**src/bpg_pkg.sv**
```systemverilog
`default_nettype none
package bpg_pkg;
   // register map, byte addresses on the bus
   localparam logic [15:0] BPG_REG_ADDR  = 16'hf050;
   localparam logic [15:0] BPG_STAT_ADDR = 16'hf054;
   localparam logic [15:0] BPG_REG_RESET = 16'h0000;

   // enable bit positions
   localparam int unsigned BPG_PRECISE_BIT = 12;
   localparam int unsigned BPG_SECOND_BIT  = 11;
   localparam int unsigned BPG_FIRST_BIT   = 10;
   localparam int unsigned BPG_UPPER_BIT   = 9;
   localparam int unsigned BPG_LOWER_BIT   = 8;
   localparam int unsigned BPG_SOUT_LSB    = 4;
   localparam int unsigned BPG_SIN_LSB     = 0;

   // status register fields
   localparam int unsigned BPG_STAT_BCLK_LSB  = 0;
   localparam int unsigned BPG_STAT_FRAME_LSB = 3;

   // sizes
   localparam int unsigned BPG_NUM_GEN  = 3;
   localparam int unsigned BPG_NUM_PINS = 4;
   localparam int unsigned BPG_NUM_FUNC = 4;
   localparam int unsigned BPG_NUM_CONV = 8;
   localparam int unsigned BPG_NUM_CHAN = 16;

   // generator timing: half periods in system clock cycles, frame half period in bit clocks
   localparam int unsigned BPG_GEN_HALF [3] = '{4, 6, 2};
   localparam int unsigned BPG_FRAME_HALF_BITS = 32;

   typedef enum logic [1:0] {
      BPG_SRC_NONE,
      BPG_SRC_FIRST,
      BPG_SRC_SECOND,
      BPG_SRC_PRECISE
   } bpg_src_t;
endpackage
`default_nettype wire

```
**src/bpg_clkgen_if.sv**
```systemverilog
`timescale 1ns/10ps
`default_nettype none
interface bpg_clkgen_if;
   logic enable;
   logic ce;
   logic bit_clk;
   logic frame_clk;

   modport gen (input enable, input ce, output bit_clk, output frame_clk);
   modport ctl (output enable, output ce, input bit_clk, input frame_clk);
endinterface
`default_nettype wire

```
**src/bpg_clkgen.sv**
```systemverilog
`timescale 1ns/10ps
`default_nettype none
module bpg_clkgen #(
   parameter int unsigned HALF = 4
) (
   // clock and reset
   input  wire logic      clk_sys_i,
   input  wire logic      reset_i,
   // control and clocks
   bpg_clkgen_if.gen      gen
);
   logic [7:0] cnt_q;
   logic [7:0] cnt_d;
   logic [5:0] bits_q;
   logic [5:0] bits_d;
   logic       bclk_q;
   logic       bclk_d;
   logic       frame_q;
   logic       frame_d;

   always_comb begin
      cnt_d   = cnt_q;
      bits_d  = bits_q;
      bclk_d  = bclk_q;
      frame_d = frame_q;
      if (!gen.enable) begin
         // held in reset while gated, so clocks restart from a clean phase
         cnt_d   = 8'h00; // [RULE3] [RULE5] [RULE7]
         bits_d  = 6'h00;
         bclk_d  = 1'b0;
         frame_d = 1'b0;
      end else if (cnt_q == 8'(HALF - 1)) begin
         cnt_d  = 8'h00;
         bclk_d = !bclk_q; // [RULE12]
         if (bclk_q) begin
            if (bits_q == 6'(bpg_pkg::BPG_FRAME_HALF_BITS - 1)) begin
               bits_d  = 6'h00;
               frame_d = !frame_q;
            end else begin
               bits_d = bits_q + 6'h01;
            end
         end
      end else begin
         cnt_d = cnt_q + 8'h01;
      end
   end

   always_ff @(posedge clk_sys_i) begin
      if (reset_i) begin
         cnt_q   <= 8'h00;
         bits_q  <= 6'h00;
         bclk_q  <= 1'b0;
         frame_q <= 1'b0;
      end else if (gen.ce) begin
         cnt_q   <= cnt_d;
         bits_q  <= bits_d;
         bclk_q  <= bclk_d;
         frame_q <= frame_d;
      end
   end

   assign gen.bit_clk   = bclk_q;
   assign gen.frame_clk = frame_q;
endmodule
`default_nettype wire

```
**src/bpg_power_gate.sv**
```systemverilog
// The Wishbone interface to the registers was decided locally.
`timescale 1ns/10ps
`default_nettype none
// What this block does
// (RULE1) one register lets software switch generators, converter banks, serial ports off
// (RULE2) register resets to zero, every gated block starts off; one enables
// (RULE3) precise generator stops its clocks while bit 12 is clear
// (RULE4) functions clocked from the precise generator stop while it is off
// (RULE5) second generator stops, its frame and bit clock pins drive low
// (RULE6) functions clocked from the second generator stop while it is off
// (RULE7) first generator stops, its frame and bit clock pins drive low
// (RULE8) functions clocked from the first generator stop while it is off
// (RULE9) bit 9 clear disables converters four to seven, channels eight to fifteen
// (RULE10) bit 8 clear disables converters zero to three, channels zero to seven
// (RULE11) serial out enable off kills data pin only, port clocks keep running
// (RULE12) setting a bit again resumes the gated block with no more software action
module bpg_power_gate (
   // clock, reset, enable
   input  wire logic              clk_sys_i,
   input  wire logic              reset_i,
   input  wire logic              ce_i,
   // wishbone slave
   input  wire logic              wb_cyc_i,
   input  wire logic              wb_stb_i,
   input  wire logic              wb_we_i,
   input  wire logic [15:0]       wb_adr_i,
   input  wire logic [3:0]        wb_sel_i,
   input  wire logic [31:0]       wb_dat_i,
   output logic      [31:0]       wb_dat_o,
   output logic                   wb_ack_o,
   // clock pin routing
   input  wire bpg_pkg::bpg_src_t frame_src_i [bpg_pkg::BPG_NUM_PINS],
   input  wire bpg_pkg::bpg_src_t bit_src_i   [bpg_pkg::BPG_NUM_PINS],
   output logic      [3:0]        frame_clock_out_pin_o,
   output logic      [3:0]        frame_clock_out_pin_oe_o,
   output logic      [3:0]        bit_clock_out_pin_o,
   output logic      [3:0]        bit_clock_out_pin_oe_o,
   // functions clocked from a generator, entry 0 is the core
   input  wire bpg_pkg::bpg_src_t func_src_i  [bpg_pkg::BPG_NUM_FUNC],
   output logic      [3:0]        func_run_o,
   // rate converters
   input  wire logic [15:0]       chan_valid_i,
   output logic      [7:0]        conv_enable_o,
   output logic      [15:0]       chan_valid_o,
   // serial ports
   input  wire logic [3:0]        sdata_out_i,
   output logic      [3:0]        sdata_out_o,
   output logic      [3:0]        sdata_out_oe_o,
   output logic      [3:0]        serial_out_port_enable_o,
   output logic      [3:0]        serial_in_port_enable_o
);
   logic [15:0] reg_q;
   logic [15:0] reg_d;
   logic        ack_d;
   logic [31:0] dat_d;
   logic        req;
   logic [2:0]  gen_en;
   logic [2:0]  gen_bclk;
   logic [2:0]  gen_frame;
   logic [3:0]  fpin_d;
   logic [3:0]  fpin_oe_d;
   logic [3:0]  bpin_d;
   logic [3:0]  bpin_oe_d;
   logic [3:0]  run_d;
   logic [7:0]  conv_d;
   logic [15:0] chan_d;
   logic [3:0]  sout_d;
   logic [3:0]  sout_oe_d;
   logic [3:0]  sout_en;

   function automatic logic addr_hit(logic [15:0] adr, logic [15:0] base);
      addr_hit = (adr[15:2] == base[15:2]);
   endfunction

   // pick the generator's entry in a per-generator vector
   function automatic logic src_pick(bpg_pkg::bpg_src_t s, logic [2:0] v);
      case (s)
         bpg_pkg::BPG_SRC_FIRST:   src_pick = v[0];
         bpg_pkg::BPG_SRC_SECOND:  src_pick = v[1];
         bpg_pkg::BPG_SRC_PRECISE: src_pick = v[2];
         default:                  src_pick = 1'b0;
      endcase
   endfunction

   // a function not on any generator runs from elsewhere and is never gated
   function automatic logic func_ok(bpg_pkg::bpg_src_t s, logic [2:0] en);
      func_ok = (s == bpg_pkg::BPG_SRC_NONE) ? 1'b1 : src_pick(s, en);
   endfunction

   assign gen_en  = {reg_q[bpg_pkg::BPG_PRECISE_BIT],
                     reg_q[bpg_pkg::BPG_SECOND_BIT],
                     reg_q[bpg_pkg::BPG_FIRST_BIT]};
   assign sout_en = reg_q[bpg_pkg::BPG_SOUT_LSB +: 4];
   assign req     = wb_cyc_i && wb_stb_i && !wb_ack_o;

   bpg_clkgen_if gen_if [bpg_pkg::BPG_NUM_GEN] ();

   for (genvar g = 0; g < bpg_pkg::BPG_NUM_GEN; g++) begin : g_gen
      assign gen_if[g].enable = gen_en[g]; // [RULE3] [RULE5] [RULE7]
      assign gen_if[g].ce     = ce_i;
      assign gen_bclk[g]      = gen_if[g].bit_clk;
      assign gen_frame[g]     = gen_if[g].frame_clk;
      bpg_clkgen #(
         .HALF (bpg_pkg::BPG_GEN_HALF[g])
      ) u_gen (
         .clk_sys_i (clk_sys_i),
         .reset_i   (reset_i),
         .gen       (gen_if[g])
      );
   end

   // bus side
   always_comb begin
      reg_d = reg_q;
      ack_d = 1'b0;
      dat_d = 32'h0000_0000;
      if (req) begin
         // unmapped addresses still answer, reading zero
         ack_d = 1'b1; // [RULE1]
         if (addr_hit(wb_adr_i, bpg_pkg::BPG_REG_ADDR)) begin
            if (wb_we_i) begin
               if (wb_sel_i[0]) begin
                  reg_d[7:0] = wb_dat_i[7:0]; // [RULE1]
               end
               if (wb_sel_i[1]) begin
                  reg_d[15:8] = wb_dat_i[15:8]; // [RULE1]
               end
            end else begin
               dat_d = {16'h0000, reg_q};
            end
         end else if (addr_hit(wb_adr_i, bpg_pkg::BPG_STAT_ADDR) && !wb_we_i) begin
            dat_d[bpg_pkg::BPG_STAT_BCLK_LSB +: 3]  = gen_bclk;
            dat_d[bpg_pkg::BPG_STAT_FRAME_LSB +: 3] = gen_frame;
         end
      end
   end

   // gated outputs
   always_comb begin
      for (int p = 0; p < bpg_pkg::BPG_NUM_PINS; p++) begin
         // a pin on a gated generator is driven low, not released
         fpin_d[p]    = src_pick(frame_src_i[p], gen_frame & gen_en); // [RULE5] [RULE7]
         fpin_oe_d[p] = (frame_src_i[p] != bpg_pkg::BPG_SRC_NONE);
         bpin_d[p]    = src_pick(bit_src_i[p], gen_bclk & gen_en); // [RULE5] [RULE7]
         bpin_oe_d[p] = (bit_src_i[p] != bpg_pkg::BPG_SRC_NONE);
      end
      for (int f = 0; f < bpg_pkg::BPG_NUM_FUNC; f++) begin
         run_d[f] = func_ok(func_src_i[f], gen_en); // [RULE4] [RULE6] [RULE8] [RULE12]
      end
      conv_d[3:0]  = {4{reg_q[bpg_pkg::BPG_LOWER_BIT]}}; // [RULE10]
      conv_d[7:4]  = {4{reg_q[bpg_pkg::BPG_UPPER_BIT]}}; // [RULE9]
      chan_d[7:0]  = chan_valid_i[7:0] & {8{reg_q[bpg_pkg::BPG_LOWER_BIT]}}; // [RULE10] [RULE12]
      chan_d[15:8] = chan_valid_i[15:8] & {8{reg_q[bpg_pkg::BPG_UPPER_BIT]}}; // [RULE9] [RULE12]
      // serial enables touch only the data path, never the clock pins
      sout_d       = sdata_out_i & sout_en; // [RULE11]
      sout_oe_d    = sout_en; // [RULE11]
   end

   always_ff @(posedge clk_sys_i) begin
      if (reset_i) begin
         reg_q                    <= bpg_pkg::BPG_REG_RESET; // [RULE2]
         wb_ack_o                 <= 1'b0;
         wb_dat_o                 <= 32'h0000_0000;
         frame_clock_out_pin_o    <= 4'h0;
         frame_clock_out_pin_oe_o <= 4'h0;
         bit_clock_out_pin_o      <= 4'h0;
         bit_clock_out_pin_oe_o   <= 4'h0;
         func_run_o               <= 4'h0;
         conv_enable_o            <= 8'h00;
         chan_valid_o             <= 16'h0000;
         sdata_out_o              <= 4'h0;
         sdata_out_oe_o           <= 4'h0;
         serial_out_port_enable_o <= 4'h0;
         serial_in_port_enable_o  <= 4'h0;
      end else if (ce_i) begin
         reg_q                    <= reg_d;
         wb_ack_o                 <= ack_d;
         wb_dat_o                 <= dat_d;
         frame_clock_out_pin_o    <= fpin_d;
         frame_clock_out_pin_oe_o <= fpin_oe_d;
         bit_clock_out_pin_o      <= bpin_d;
         bit_clock_out_pin_oe_o   <= bpin_oe_d;
         func_run_o               <= run_d;
         conv_enable_o            <= conv_d;
         chan_valid_o             <= chan_d;
         sdata_out_o              <= sout_d;
         sdata_out_oe_o           <= sout_oe_d;
         serial_out_port_enable_o <= sout_en; // [RULE11]
         serial_in_port_enable_o  <= reg_q[bpg_pkg::BPG_SIN_LSB +: 4];
      end
   end
endmodule
`default_nettype wire

```
**config.mk**
```make
export PLATFORM = sky130hd
export DESIGN_NAME = bpg_power_gate
export DESIGN_NICKNAME = d
export VERILOG_FILES = /design/src/bpg_pkg.sv /design/src/bpg_clkgen_if.sv /design/src/bpg_clkgen.sv /design/src/bpg_power_gate.sv
export SDC_FILE = /design/constraint.sdc
export NUM_CORES = 1
export LEC_CHECK = 0
export ABC_AREA = 1
export BUFFER_PORTS_ARGS = -buffer_cell sky130_fd_sc_hd__clkbuf_2
export CAP_MARGIN = 20
export CORE_MARGIN = 2
export CORE_UTILIZATION = 50
export DETAILED_ROUTE_END_ITERATION = 8
export GPL_ROUTABILITY_DRIVEN = 1
export PLACE_DENSITY = 0.78
export SYNTH_ARGS = -nofsm -noshare
export SYNTH_HDL_FRONTEND = slang
export SYNTH_HIERARCHICAL = 1
export SYNTH_SLANG_ARGS = --single-unit
```
**constraint.sdc**
```tcl
create_clock -name clk_sys_i -period 3.8 [get_ports clk_sys_i]
set_clock_uncertainty 0.1 [all_clocks]
set_input_delay 0.95 -clock clk_sys_i [delete_from_list [all_inputs] [get_ports clk_sys_i]]
set_output_delay 0.95 -clock clk_sys_i [all_outputs]
set_load 0.1 [all_outputs]
```
==> out/summary.txt <==
Worst min path class: flip-flop to flip-flop
Leak Pwr: 3.361 nW
Gate Count Post-Synth: 862
Fraction of layout cells with a size suffix above 1: 25.00%
CP Buf/Inv Count: 1
Worst-case reg-to-reg path depth: 4
Tightest Pin Transition: 0.7523 ns
Status: complete, no violations
Post-Place Setup Slack: 1.263 ns
#FFs+latches synth: 131
Gpl congestion: 0.8442
Routed via count: 6025
First-pass GRT wire length: 24.62 mm
Fin nets: 1113
CP Depth: 1
Pint: 0.002605 W
Yosys top cell area share: 41.60%
Postcts setup bufs: 0
H-tree Lvls: 4
Synthesized area per cell: 7.313 um^2
Max Slew Vio Count: 0
Sequential-to-total area share from yosys stat: 41.60%
CTS sink count: 131
CP endpoint: conv_enable_o[2]
Synth warnings: 6
Setup Viol. Count Final: 0
Slowest stage delay, CP: 0.49 ns
Critical path launch point: conv_enable_o[3]$_SDFFE_PP0P_
Vias per cell: 5.072
Final cell count without fillers: 1188
Area Growth Syn to Fin: 22.51%
# Max-Cap Violations: 0
Data arrival time of the worst path: 1.29 ns
Buffers on Ports: 158
Clk slew on worst S/H paths: 0.06 ns
Cell area after layout: 7722 um^2
Max_slew headroom: 49.78%
PostCTS Resize Cnt: 0
Top_reg_cell synth: dfxtp_1
P per Cell Area: 455.3 nW/um^2
Clock tree buffer depth: 2
Total gr overflow: 0
RR Endpoint: bit_clock_out_pin_o[3]$_SDFFE_PP0P_
TritonCTS clock tree: yes
CTS buffer count: 17
Detailed placer's ending HPWL: 11.08 mm
Die X: 116.3 um
Share of power burned in registers: 40.1%
Hold buffers post-CTS: 0
DRT iter0 DRCs: 482
Synth Cell Area: 6304 um^2
Worst setup SP type: flip-flop
Logic gate share of total power: 10.4%
DIE HEIGHT: 116.3 um
Final period demand of the worst path: 2.342 ns
Largest net degree at the start of global routing: 75
Critical-path top delay cell: clkbuf_2
Vias in the first global route: 5276
Initial Utilization: 50.57%
Required @ worst endpoint: 2.75 ns
VDD IR max: 0.0003513 V
Diode count: 0
Placed cell areas: 7087 um^2
All-Layer GR Usage: 23.14%
R2R Setup Slk: 2.01 ns
Clock power frac: 49.4%
Boundary Pins: 195
Sw frac: 25.90%
Post-synthesis cell type count: 44
Net Sw Power: 0.0009109 W
Crit path max-delay family: buffers and inverters
Yosys top cell by area: dfxtp_1
Final Cycle Share: 61.63%
Number of enable flip-flop cells after synthesis: 0
Fmax: 427.0 MHz
CP endpoint kind: output pin
RSZ-0062 raised after global routing: false
Final hold violation count: 0
Final wirelength: 15.54 mm
Critical-path cell list: clkbuf_2
DRC Markers: 0
Top post-synthesis cells by area: dfxtp_1 42%, nand2_1 13%, a21oi_1 7.9%
Initial antenna violation count: 0
Reg-to-Reg Start: reg_q[11]$_SDFFE_PP0P_
Final ANT Viol Nets: 0
# placed instances: 1156
Core area: 12470 um^2
CP Max Fanout: 5
Die area: 13520 um^2
Clock Tree Root: clkbuf_16
Final setup margin: 1.458 ns
WHS: 0.3570 ns
Drt first pass iters: 5
FFs w/ async S/R, synth: 0%
Setup CP Type: flip-flop to output pin
Wire per inst: 13.08 um
Row count: 41
Later-pin clock latency in the skew report: 0.42 ns
Setup TNS: 0 ns
-- how the worst min path moves through the flow --
| stage | from | end | slack [ns] | cells after the start |
|---|---|---|---|---|
| finish | reg_q[14]$_SDFFE_PP0P_ | wb_dat_o[14]$_SDFFE_PP0P_ | 0.36 | 2 |
| floorplan | reg_q[13]$_SDFFE_PP0P_ | wb_dat_o[13]$_SDFFE_PP0P_ | 0.34 | 2 |
| global route | chan_valid_o[15]$_SDFFE_PP0P_ | chan_valid_o[15]$_SDFFE_PP0P_ | 0.38 | 2 |
| CTS | reg_q[14]$_SDFFE_PP0P_ | wb_dat_o[14]$_SDFFE_PP0P_ | 0.36 | 2 |
| global placement | reg_q[15]$_SDFFE_PP0P_ | reg_q[15]$_SDFFE_PP0P_ | 0.35 | 2 |
| detailed placement | reg_q[13]$_SDFFE_PP0P_ | reg_q[13]$_SDFFE_PP0P_ | 0.35 | 2 |
-- metal layers --
| layer | GRT usage [%] | share of wire (%) | vias up |
|---|---|---|---|
| li1 | - | - | 3074 |
| met1 | 28.59 | 45 | 2740 |
| met2 | 39.07 | 47 | 194 |
| met3 | 6.487 | 6.9 | 17 |
| met4 | 7.619 | 1.4 | 0 |
| met5 | 0 | 0 | - |
-- through the flow --
step                      utilization (%)  power (W)
after floorplan                         -   0.001726
after global placement              56.85   0.001804
final                               61.95   0.003516
after detailed placement            56.85   0.001807
after CTS                           61.95   0.003541
after global routing                61.95   0.003628
-- cell type report --
type	instances	area, um^2
tap	172	215.2
multi-input combinational	618	3139
clock inverter	12	178.9
inverter	73	276.5
sequential	131	2623
timing repair buffer	162	833.3
fill	1134	4743
clock buffer	20	456.7
-- kinds of logic (layout without fill, tap and decap cells) --
logic type,after synthesis,in the layout,synth area share (%)
buf+inv,128,267,9.488
compound gates,170,170,15.32
flops,131,131,41.60
other cells,1,16,0.05949
simple gates,414,414,30.55
xor+xnor,10,10,1.389
fa+ha+maj,8,8,1.588
-- power by group through the flow --
stage	combinational [W]	clock [W]	sequential (W)
3_3_place_gp	0.000364	0	0.00144
2_1_floorplan	0.000195	0	0.00153
5_1_grt	0.000395	0.00182	0.00141
4_1_cts	0.000368	0.00176	0.00141
3_5_place_dp	0.000366	0	0.00144
6_report	0.000367	0.00174	0.00141
-- synthesized netlist by cell type, types with 2 or more instances --
library cell and count:
nand2_1 211, dfxtp_1 131, a21oi_1 100, nor2_1 71
inv_1 66, nand3_1 62, o21ai_0 39, buf_4 28
clkbuf_1 21, nor3_1 15, nand2_2 13, nand4_1 10
xor2_1 10, ha_1 8, nor3_2 8, a31oi_1 7
inv_2 5, nor2_4 5, a21oi_2 4, o211ai_1 4
o21ai_2 4, o21bai_1 4, a21oi_4 3, buf_1 3
nand3_2 3, nor2_2 3, or2_2 3, and3_1 2
buf_2 2, nand3_4 2, nor2_8 2
-- state kept, by name (all words and copies together), names as in the netlist, 16 cells and up --
signal and flops:
g_gen.u_gen/cnt_q 24, g_gen.u_gen/bits_q 18, chan_valid_o 16, reg_q 16
wb_dat_o 16
-- layout by cell type, fill, tap and decap left out, drive strengths merged, types with 5 or more instances in the layout --
cell type | netlist | final
nand2 | 225 | 225
xor2 | 10 | 10
clkinv | 1 | 5
a31oi | 7 | 7
nor2 | 81 | 81
ha | 8 | 8
conb | 1 | 16
clkbuf | 21 | 178
nand3 | 67 | 67
dfxtp | 131 | 131
o21ai | 45 | 45
nor3 | 23 | 23
nand4 | 10 | 10
a21oi | 107 | 107
inv | 72 | 73
No activity file was read; power rests on OpenSTA's default activity.
